===== src/shared/leir_regs.svh =====
// Register map and field constants for the line event interrupt registers
// Behaviour
// - Writing one clears that pending flag
// - Flag reads one while its interrupt pends
// - Tone and ring timer flags in bits 5..0
// - Power alarm six..one flags in bits 7..2
// - Bit 1 latches loop closure transitions
// - Bit 0 latches ring trip events
// - Indirect done flag holds until written one
// - Tone/ring enables at bits 5..0, one enables
// - Power alarm enables at bits 7..2
// - Loop closure enable bit 1, ring trip bit 0
// - Reset clears all flags and enables
// - Third enable bit 1 gates indirect done
`ifndef LEIR_REGS_SVH
`define LEIR_REGS_SVH

`define LEIR_DATA_W          8
`define LEIR_IDX_W           6
`define LEIR_IDX_LSB         2
`define LEIR_TR_W            6
`define LEIR_AL_W            8
`define LEIR_IN_W            1

`define LEIR_IDX_PEND_TR     6'h12
`define LEIR_IDX_PEND_AL     6'h13
`define LEIR_IDX_PEND_IN     6'h14
`define LEIR_IDX_EN_TR       6'h15
`define LEIR_IDX_EN_AL       6'h16
`define LEIR_IDX_EN_IN       6'h17

`define LEIR_TR_RING_OFF     5
`define LEIR_TR_RING_ON      4
`define LEIR_TR_TWO_OFF      3
`define LEIR_TR_TWO_ON       2
`define LEIR_TR_ONE_OFF      1
`define LEIR_TR_ONE_ON       0

`define LEIR_AL_SIX          7
`define LEIR_AL_FIVE         6
`define LEIR_AL_FOUR         5
`define LEIR_AL_THREE        4
`define LEIR_AL_TWO          3
`define LEIR_AL_ONE          2
`define LEIR_AL_HOOK         1
`define LEIR_AL_RING_ANSWER  0

`define LEIR_IN_DONE         1

`define LEIR_RST_TR          6'h00
`define LEIR_RST_AL          8'h00
`define LEIR_RST_IN          1'h0
`define LEIR_RST_BYTE        8'h00
`define LEIR_ZERO_BYTE       8'h00
`define LEIR_ZERO_UPPER      24'h000000

`endif


===== src/shared/leir_pkg.sv =====
// Types shared by the line event interrupt register block
`include "leir_regs.svh"

package leir_pkg;

    typedef logic [`LEIR_TR_W-1:0]   leir_tr_t;
    typedef logic [`LEIR_AL_W-1:0]   leir_al_t;
    typedef logic [`LEIR_IN_W-1:0]   leir_in_t;
    typedef logic [`LEIR_DATA_W-1:0] leir_byte_t;

    typedef struct packed {
        leir_tr_t   en_tr;
        leir_al_t   en_al;
        leir_in_t   en_in;
        logic       ack;
        leir_byte_t rdat;
        logic       irq;
    } leir_state_t;

endpackage : leir_pkg


===== src/rtl/leir_flag_bank.sv =====
// Bank of sticky pending flags with write-one-to-clear
`timescale 1ns/1ps

module leir_flag_bank #(
    parameter int W = 8
) (
    input  wire logic         clk_i,
    input  wire logic         rst_i,
    input  wire logic [W-1:0] set_i,
    input  wire logic [W-1:0] clr_i,
    output logic      [W-1:0] flags_o
);

    typedef struct packed {
        logic [W-1:0] flags;
    } leir_bank_state_t;

    leir_bank_state_t st;
    leir_bank_state_t next_st;

    ////////////////////////////////////////////////////////////////////////
    always_comb begin
        next_st = st;
        next_st.flags = (st.flags & ~clr_i) | set_i;
    end

    always_ff @(posedge clk_i) begin
        if (rst_i) begin
            st.flags <= '0;
        end else begin
            st <= next_st;
        end
    end

    assign flags_o = st.flags;

endmodule : leir_flag_bank


===== src/rtl/leir_top.sv =====
// Line event interrupt pending and enable registers on classic Wishbone
//
// Implementation choice: register access over Wishbone.
`timescale 1ns/1ps
`include "leir_regs.svh"

module leir_top
    import leir_pkg::*;
#(
    parameter int ADR_W = 8
) (
    input  wire logic             clk_i,
    input  wire logic             rst_i,
    input  wire logic             wb_cyc_i,
    input  wire logic             wb_stb_i,
    input  wire logic             wb_we_i,
    input  wire logic [ADR_W-1:0] wb_adr_i,
    input  wire logic [3:0]       wb_sel_i,
    input  wire logic [31:0]      wb_dat_i,
    output logic      [31:0]      wb_dat_o,
    output logic                  wb_ack_o,
    input  wire logic             ring_cadence_off_evt_i,
    input  wire logic             ring_cadence_on_evt_i,
    input  wire logic             tone_gen_two_off_evt_i,
    input  wire logic             tone_gen_two_on_evt_i,
    input  wire logic             tone_gen_one_off_evt_i,
    input  wire logic             tone_gen_one_on_evt_i,
    input  wire logic             power_alarm_six_evt_i,
    input  wire logic             power_alarm_five_evt_i,
    input  wire logic             power_alarm_four_evt_i,
    input  wire logic             power_alarm_three_evt_i,
    input  wire logic             power_alarm_two_evt_i,
    input  wire logic             power_alarm_one_evt_i,
    input  wire logic             hook_change_evt_i,
    input  wire logic             ring_answer_evt_i,
    input  wire logic             indirect_done_evt_i,
    output logic                  irq_o
);

    ////////////////////////////////////////////////////////////////////////
    // State and wires

    leir_state_t st;
    leir_state_t next_st;

    leir_tr_t    set_tr;
    leir_al_t    set_al;
    leir_in_t    set_in;
    leir_tr_t    clr_tr;
    leir_al_t    clr_al;
    leir_in_t    clr_in;
    leir_tr_t    pend_tr;
    leir_al_t    pend_al;
    leir_in_t    pend_in;

    logic                   req;
    logic                   wr_commit;
    logic                   lane0;
    logic [`LEIR_IDX_W-1:0] idx;
    leir_byte_t             wbyte;
    leir_byte_t             rbyte;
    logic                   hit_pend_tr;
    logic                   hit_pend_al;
    logic                   hit_pend_in;
    logic                   hit_en_tr;
    logic                   hit_en_al;
    logic                   hit_en_in;
    logic                   any_active;

    ////////////////////////////////////////////////////////////////////////
    // Bus request decode

    assign req       = wb_cyc_i & wb_stb_i;
    assign lane0     = wb_sel_i[0];
    assign idx       = wb_adr_i[`LEIR_IDX_LSB +: `LEIR_IDX_W];
    assign wbyte     = wb_dat_i[`LEIR_DATA_W-1:0];
    assign wr_commit = req & wb_we_i & st.ack & lane0;

    always_comb begin
        hit_pend_tr = 1'b0;
        hit_pend_al = 1'b0;
        hit_pend_in = 1'b0;
        hit_en_tr   = 1'b0;
        hit_en_al   = 1'b0;
        hit_en_in   = 1'b0;
        if (idx == `LEIR_IDX_PEND_TR) begin
            hit_pend_tr = 1'b1;
        end else if (idx == `LEIR_IDX_PEND_AL) begin
            hit_pend_al = 1'b1;
        end else if (idx == `LEIR_IDX_PEND_IN) begin
            hit_pend_in = 1'b1;
        end else if (idx == `LEIR_IDX_EN_TR) begin
            hit_en_tr = 1'b1;
        end else if (idx == `LEIR_IDX_EN_AL) begin
            hit_en_al = 1'b1;
        end else if (idx == `LEIR_IDX_EN_IN) begin
            hit_en_in = 1'b1;
        end
    end

    ////////////////////////////////////////////////////////////////////////
    // Event to flag mapping

    always_comb begin
        set_tr = `LEIR_RST_TR;
        set_tr[`LEIR_TR_RING_OFF] = ring_cadence_off_evt_i;
        set_tr[`LEIR_TR_RING_ON]  = ring_cadence_on_evt_i;
        set_tr[`LEIR_TR_TWO_OFF]  = tone_gen_two_off_evt_i;
        set_tr[`LEIR_TR_TWO_ON]   = tone_gen_two_on_evt_i;
        set_tr[`LEIR_TR_ONE_OFF]  = tone_gen_one_off_evt_i;
        set_tr[`LEIR_TR_ONE_ON]   = tone_gen_one_on_evt_i;
    end

    always_comb begin
        set_al = `LEIR_RST_AL;
        set_al[`LEIR_AL_SIX]   = power_alarm_six_evt_i;
        set_al[`LEIR_AL_FIVE]  = power_alarm_five_evt_i;
        set_al[`LEIR_AL_FOUR]  = power_alarm_four_evt_i;
        set_al[`LEIR_AL_THREE] = power_alarm_three_evt_i;
        set_al[`LEIR_AL_TWO]   = power_alarm_two_evt_i;
        set_al[`LEIR_AL_ONE]   = power_alarm_one_evt_i;
        set_al[`LEIR_AL_HOOK]  = hook_change_evt_i;
        set_al[`LEIR_AL_RING_ANSWER] = ring_answer_evt_i;
    end

    assign set_in = indirect_done_evt_i;

    ////////////////////////////////////////////////////////////////////////
    // Write-one-to-clear strobes

    always_comb begin
        clr_tr = `LEIR_RST_TR;
        clr_al = `LEIR_RST_AL;
        clr_in = `LEIR_RST_IN;
        if (wr_commit && hit_pend_tr) begin
            clr_tr = wbyte[`LEIR_TR_W-1:0];
        end
        if (wr_commit && hit_pend_al) begin
            clr_al = wbyte[`LEIR_AL_W-1:0];
        end
        if (wr_commit && hit_pend_in) begin
            clr_in = wbyte[`LEIR_IN_DONE];
        end
    end

    ////////////////////////////////////////////////////////////////////////
    // Pending flag banks

    leir_flag_bank #(
        .W       (`LEIR_TR_W)
    ) u_pend_tr (
        .clk_i   (clk_i),
        .rst_i   (rst_i),
        .set_i   (set_tr),
        .clr_i   (clr_tr),
        .flags_o (pend_tr)
    );

    leir_flag_bank #(
        .W       (`LEIR_AL_W)
    ) u_pend_al (
        .clk_i   (clk_i),
        .rst_i   (rst_i),
        .set_i   (set_al),
        .clr_i   (clr_al),
        .flags_o (pend_al)
    );

    leir_flag_bank #(
        .W       (`LEIR_IN_W)
    ) u_pend_in (
        .clk_i   (clk_i),
        .rst_i   (rst_i),
        .set_i   (set_in),
        .clr_i   (clr_in),
        .flags_o (pend_in)
    );

    ////////////////////////////////////////////////////////////////////////
    // Read data assembly

    always_comb begin
        rbyte = `LEIR_ZERO_BYTE;
        if (hit_pend_tr) begin
            rbyte[`LEIR_TR_W-1:0] = pend_tr;
        end else if (hit_pend_al) begin
            rbyte = pend_al;
        end else if (hit_pend_in) begin
            rbyte[`LEIR_IN_DONE] = pend_in[0];
        end else if (hit_en_tr) begin
            rbyte[`LEIR_TR_W-1:0] = st.en_tr;
        end else if (hit_en_al) begin
            rbyte = st.en_al;
        end else if (hit_en_in) begin
            rbyte[`LEIR_IN_DONE] = st.en_in[0];
        end
    end

    ////////////////////////////////////////////////////////////////////////
    // Interrupt combine

    assign any_active = |(pend_tr & st.en_tr)
                      | |(pend_al & st.en_al)
                      | |(pend_in & st.en_in);

    ////////////////////////////////////////////////////////////////////////
    // Next state

    always_comb begin
        next_st = st;
        next_st.ack = req & ~st.ack;
        next_st.irq = any_active;
        if (req && !st.ack) begin
            next_st.rdat = wb_we_i ? `LEIR_ZERO_BYTE : rbyte;
        end
        if (wr_commit && hit_en_tr) begin
            next_st.en_tr = wbyte[`LEIR_TR_W-1:0];
        end
        if (wr_commit && hit_en_al) begin
            next_st.en_al = wbyte[`LEIR_AL_W-1:0];
        end
        if (wr_commit && hit_en_in) begin
            next_st.en_in = wbyte[`LEIR_IN_DONE];
        end
    end

    always_ff @(posedge clk_i) begin
        if (rst_i) begin
            st.en_tr <= `LEIR_RST_TR;
            st.en_al <= `LEIR_RST_AL;
            st.en_in <= `LEIR_RST_IN;
            st.ack   <= 1'b0;
            st.rdat  <= `LEIR_RST_BYTE;
            st.irq   <= 1'b0;
        end else begin
            st <= next_st;
        end
    end

    ////////////////////////////////////////////////////////////////////////
    // Outputs

    assign wb_ack_o = st.ack;
    assign wb_dat_o = {`LEIR_ZERO_UPPER, st.rdat};
    assign irq_o    = st.irq;

endmodule : leir_top


===== config.mk =====
export PLATFORM = sky130hd
export DESIGN_NAME = leir_top
export DESIGN_NICKNAME = d
export VERILOG_FILES = /design/src/shared/leir_pkg.sv /design/src/rtl/leir_flag_bank.sv /design/src/rtl/leir_top.sv
export VERILOG_INCLUDE_DIRS = /design/src /design/src/shared
export SDC_FILE = /design/constraint.sdc
export NUM_CORES = 1
export LEC_CHECK = 0
export CAP_MARGIN = 40
export CORE_ASPECT_RATIO = 0.8
export CORE_MARGIN = 2
export CORE_UTILIZATION = 62
export DETAILED_ROUTE_END_ITERATION = 8
export DONT_BUFFER_PORTS = 1
export GPL_TIMING_DRIVEN = 0
export PLACE_DENSITY = 0.86
export SLEW_MARGIN = 20
export SYNTH_ARGS = -nofsm -noshare
export SYNTH_HDL_FRONTEND = slang
export SYNTH_SLANG_ARGS = --single-unit

===== constraint.sdc =====
create_clock -name clk_i -period 1.9 [get_ports clk_i]
set_input_delay 0.19 -clock clk_i [delete_from_list [all_inputs] [get_ports clk_i]]
set_output_delay 0.19 -clock clk_i [all_outputs]
set_load 0.05 [all_outputs]

==> impl_metrics.ini <==
[clock_network]
clk_latency_ps = 290
path_clk_slew_ps = 80
cts_tree = done
cts_buffer_depth = 2
h-tree-depth = 2
cts_made_buffers = 5
root_buffer = clkbuf_8
clkSinkCount = 40
postCtsSetupBuffers = 0

[drt]
vias_per_cell = 5.61
met3_length_um = 431
wl_per_cell_um = 15.9
wl_met2_um = 2290
via_count = 1756
drc_errors = 0
routed_wl_um = 4970
wl_met1_um = 2190
top_layer_used = met4
drt_iter0_markers = 151
dr.pass1.iters = 4
ant_nets = 0

[floorplan]
fp.dieW_um = 68.9
fp.coreArea_mm2 = 0.00315
dieHeight_um = 55.9
rows = 18
num_io_pins = 98
fp.dieArea_mm2 = 0.00385
start_util_pct = 66.3

[synthesis]
synth_top_area_share_pct = 38.3
synth-seq-cells = 40
async_flop_share_pct = 0
yosysSeqAreaShare_pct = 38.3
netlist_area_mm2 = 0.00209
synthCells = 239
synth_top_cell_by_area = dfxtp_1
ys_types = 39
yosysWarnings = 0
synth_edf_count = 0
ys_top_cells_by_area = dfxtp_1, buf_4, mux2i_1
synth_area_per_cell_um2 = 8.74
synth_flop_cell = dfxtp_1

[power]
p_leak_nw = 1.08
p_per_area_mw_per_mm2 = 729
vdd_drop_max_mv = 0.732

[layout]
final_cell_area_mm2 = 0.00235
finalNetCount = 336
layout-drive-gt1-share_pct = 17.9
layout_commonest_cell = dfxtp_1
final_cell_mix = dfxtp_1, nor2_1, buf_4
area_delta_synth_final_pct = 12.6
diodes = 0
nFillCells = 248
instances_no_fill = 313

[timing]
worst_slew_pin_slew_ps = 524
fin_ws_ps = 142
max_freq_mhz = 569
hold_ws_ps = -4.78
finalSetupViolations = 0
max_slew_margin_pct = 65.1
fin_crit_ps = 1760
period_share_pct = 92.5
finalHoldViolCount = 1
rsz0062_at_grt = false
clock-skew-final_ps = 4.84
drv_slew = 0

[placement]
dp_hpwl_um = 3790
pre_cts_ws_ps = -128
place_inst = 302
port_buffers = 0
gp_congestion = 0.928
dpl-instance-area_mm2 = 0.00223

[setup_path]
cp_num_buf_inv = 1
cpMostUsedCell = a22oi_1
path_cells = nand3b_1 -> nor2b_1 -> clkbuf_1 -> a22oi_1 -> a22oi_1
endpoint_kind = flip-flop
required_ps = 2120
crit_family = simple AND/OR/NAND/NOR gates
crit_arrival_ps = 1970
slowest_stage = dfxtp_2
cp-start-kind = flip-flop
path_max_fanout = 10
critPathKind = reg -> reg
cpPeakStageDelay_ps = 510

[grt]
grt_pass1_wl_um = 7910
grt_pass1_vias = 1694
overflow = 0
grt_start_max_net_pins = 13
grtUsageTotal_pct = 27.5
antenna_found_initial = 0

[outcome]
violations = negative hold slack
status = finished with violations

[run]
maxCapViolCount = 0

[min_path]
hold_path.class = in -> reg
## final timing paths
| kind | startpoint | to | slack [ps] | cells past startpoint |
|---|---|---|---|---|
| worst max-delay path | wb_ack_o$_SDFF_PP0_ | wb_dat_o[5]$_SDFFE_PP0P_ | 140 | 5 |
| worst min-delay path | wb_dat_i[7] | u_pend_al.flags_o[7]$_SDFF_PP0_ | -5 | 1 |
| worst max register to register | wb_ack_o$_SDFF_PP0_ | wb_dat_o[5]$_SDFFE_PP0P_ | 140 | 5 |
| worst min register to register | wb_dat_o[7]$_SDFFE_PP0P_ | wb_dat_o[7]$_SDFFE_PP0P_ | 450 | 2 |
## sequential cells by signal (all words and copies together), names as in the netlist
| signal | cells |
|---|---|
| u_pend_al.flags_o | 8 |
| wb_dat_o | 8 |
| irq_o | 1 |
| wb_ack_o | 1 |
| st | 15 |
| u_pend_in.flags_o | 1 |
| u_pend_tr.flags_o | 6 |
## per-layer routing
| layer | up-vias | track usage (%) |
|---|---|---|
| li1 | 864 | - |
| met1 | 791 | 37.6 |
| met2 | 90 | 42.7 |
| met3 | 11 | 6.88 |
| met4 | 0 | 7.84 |
| met5 | - | 0 |
## repair_timing
item                                   in CTS  in global routing
hold buffers                                3                  0
endpoints found under the hold margin       4                  0
setup endpoints to repair                  11                  0
gates resized for setup                     2                  0
## cells by family (layout without fill, tap and decap cells)
logic type / count (synthesis) / in the layout / synth area share [%]
compound gates: 53 / 53 / 19.2
buf+inv: 55 / 66 / 16.1
flops: 40 / 40 / 38.3
mux: 16 / 16 / 7.66
other cells: 1 / 24 / 0.179
simple gates: 74 / 74 / 18.5
## synth_stat cells (2+ instances only)
master,n
dfxtp_1,40
nor2_1,35
buf_4,32
a22oi_1,20
mux2i_1,16
inv_1,15
a311oi_1,14
nand2_1,11
o21ai_1,8
clkbuf_1,5
nor2b_1,4
or2b_1,4
and2_1,3
a221oi_1,2
a22o_1,2
buf_2,2
nand2b_1,2
nand3_1,2
nand3b_1,2
## layout make-up
class / count / area, um^2 / share of cell area (%)
Sequential cell: 40 / 802 / 34.1
Buffer: 40 / 280 / 11.9
Inverter: 15 / 56.3 / 2.39
Multi-Input combinational cell: 167 / 1040 / 44.2
Tap cell: 40 / 50.0 / 2.13
Timing Repair Buffer: 3 / 30.0 / 1.28
Clock inverter: 1 / 7.51 / 0.319
Clock buffer: 7 / 86.3 / 3.67
## report_power, final
part | internal, W | leakage, nW | switching [W]
Clock | 0.000295 | 0.0445 | 0.000293
Sequential | 0.000862 | 0.328 | 0.0000281
Combinational | 0.0000750 | 0.710 | 0.000162
Total | 0.00123 | 1.08 | 0.000483
## worst reg2reg max path, delay by kind of cell, from the launching register on
family                 cells  cell delay (ps)
AO/OA/AOI/OAI              2              310
buffers and inverters      1              350
flip-flops                 1              510
AND/OR/NAND/NOR            2              520
## metrics by stage
step	TNS, ps	util [%]	power [W]	hold WS (ps)
3_3_place_gp	-424	70.6	0.00113	299
6_report	0	74.6	0.00172	-4.78
2_1_floorplan	0	-	0.00111	299
5_1_grt	0	74.6	0.00177	0.332
4_1_cts	0	74.6	0.00171	0.0202
3_5_place_dp	-891	70.6	0.00114	303
(Power assumes the default switching activity.)
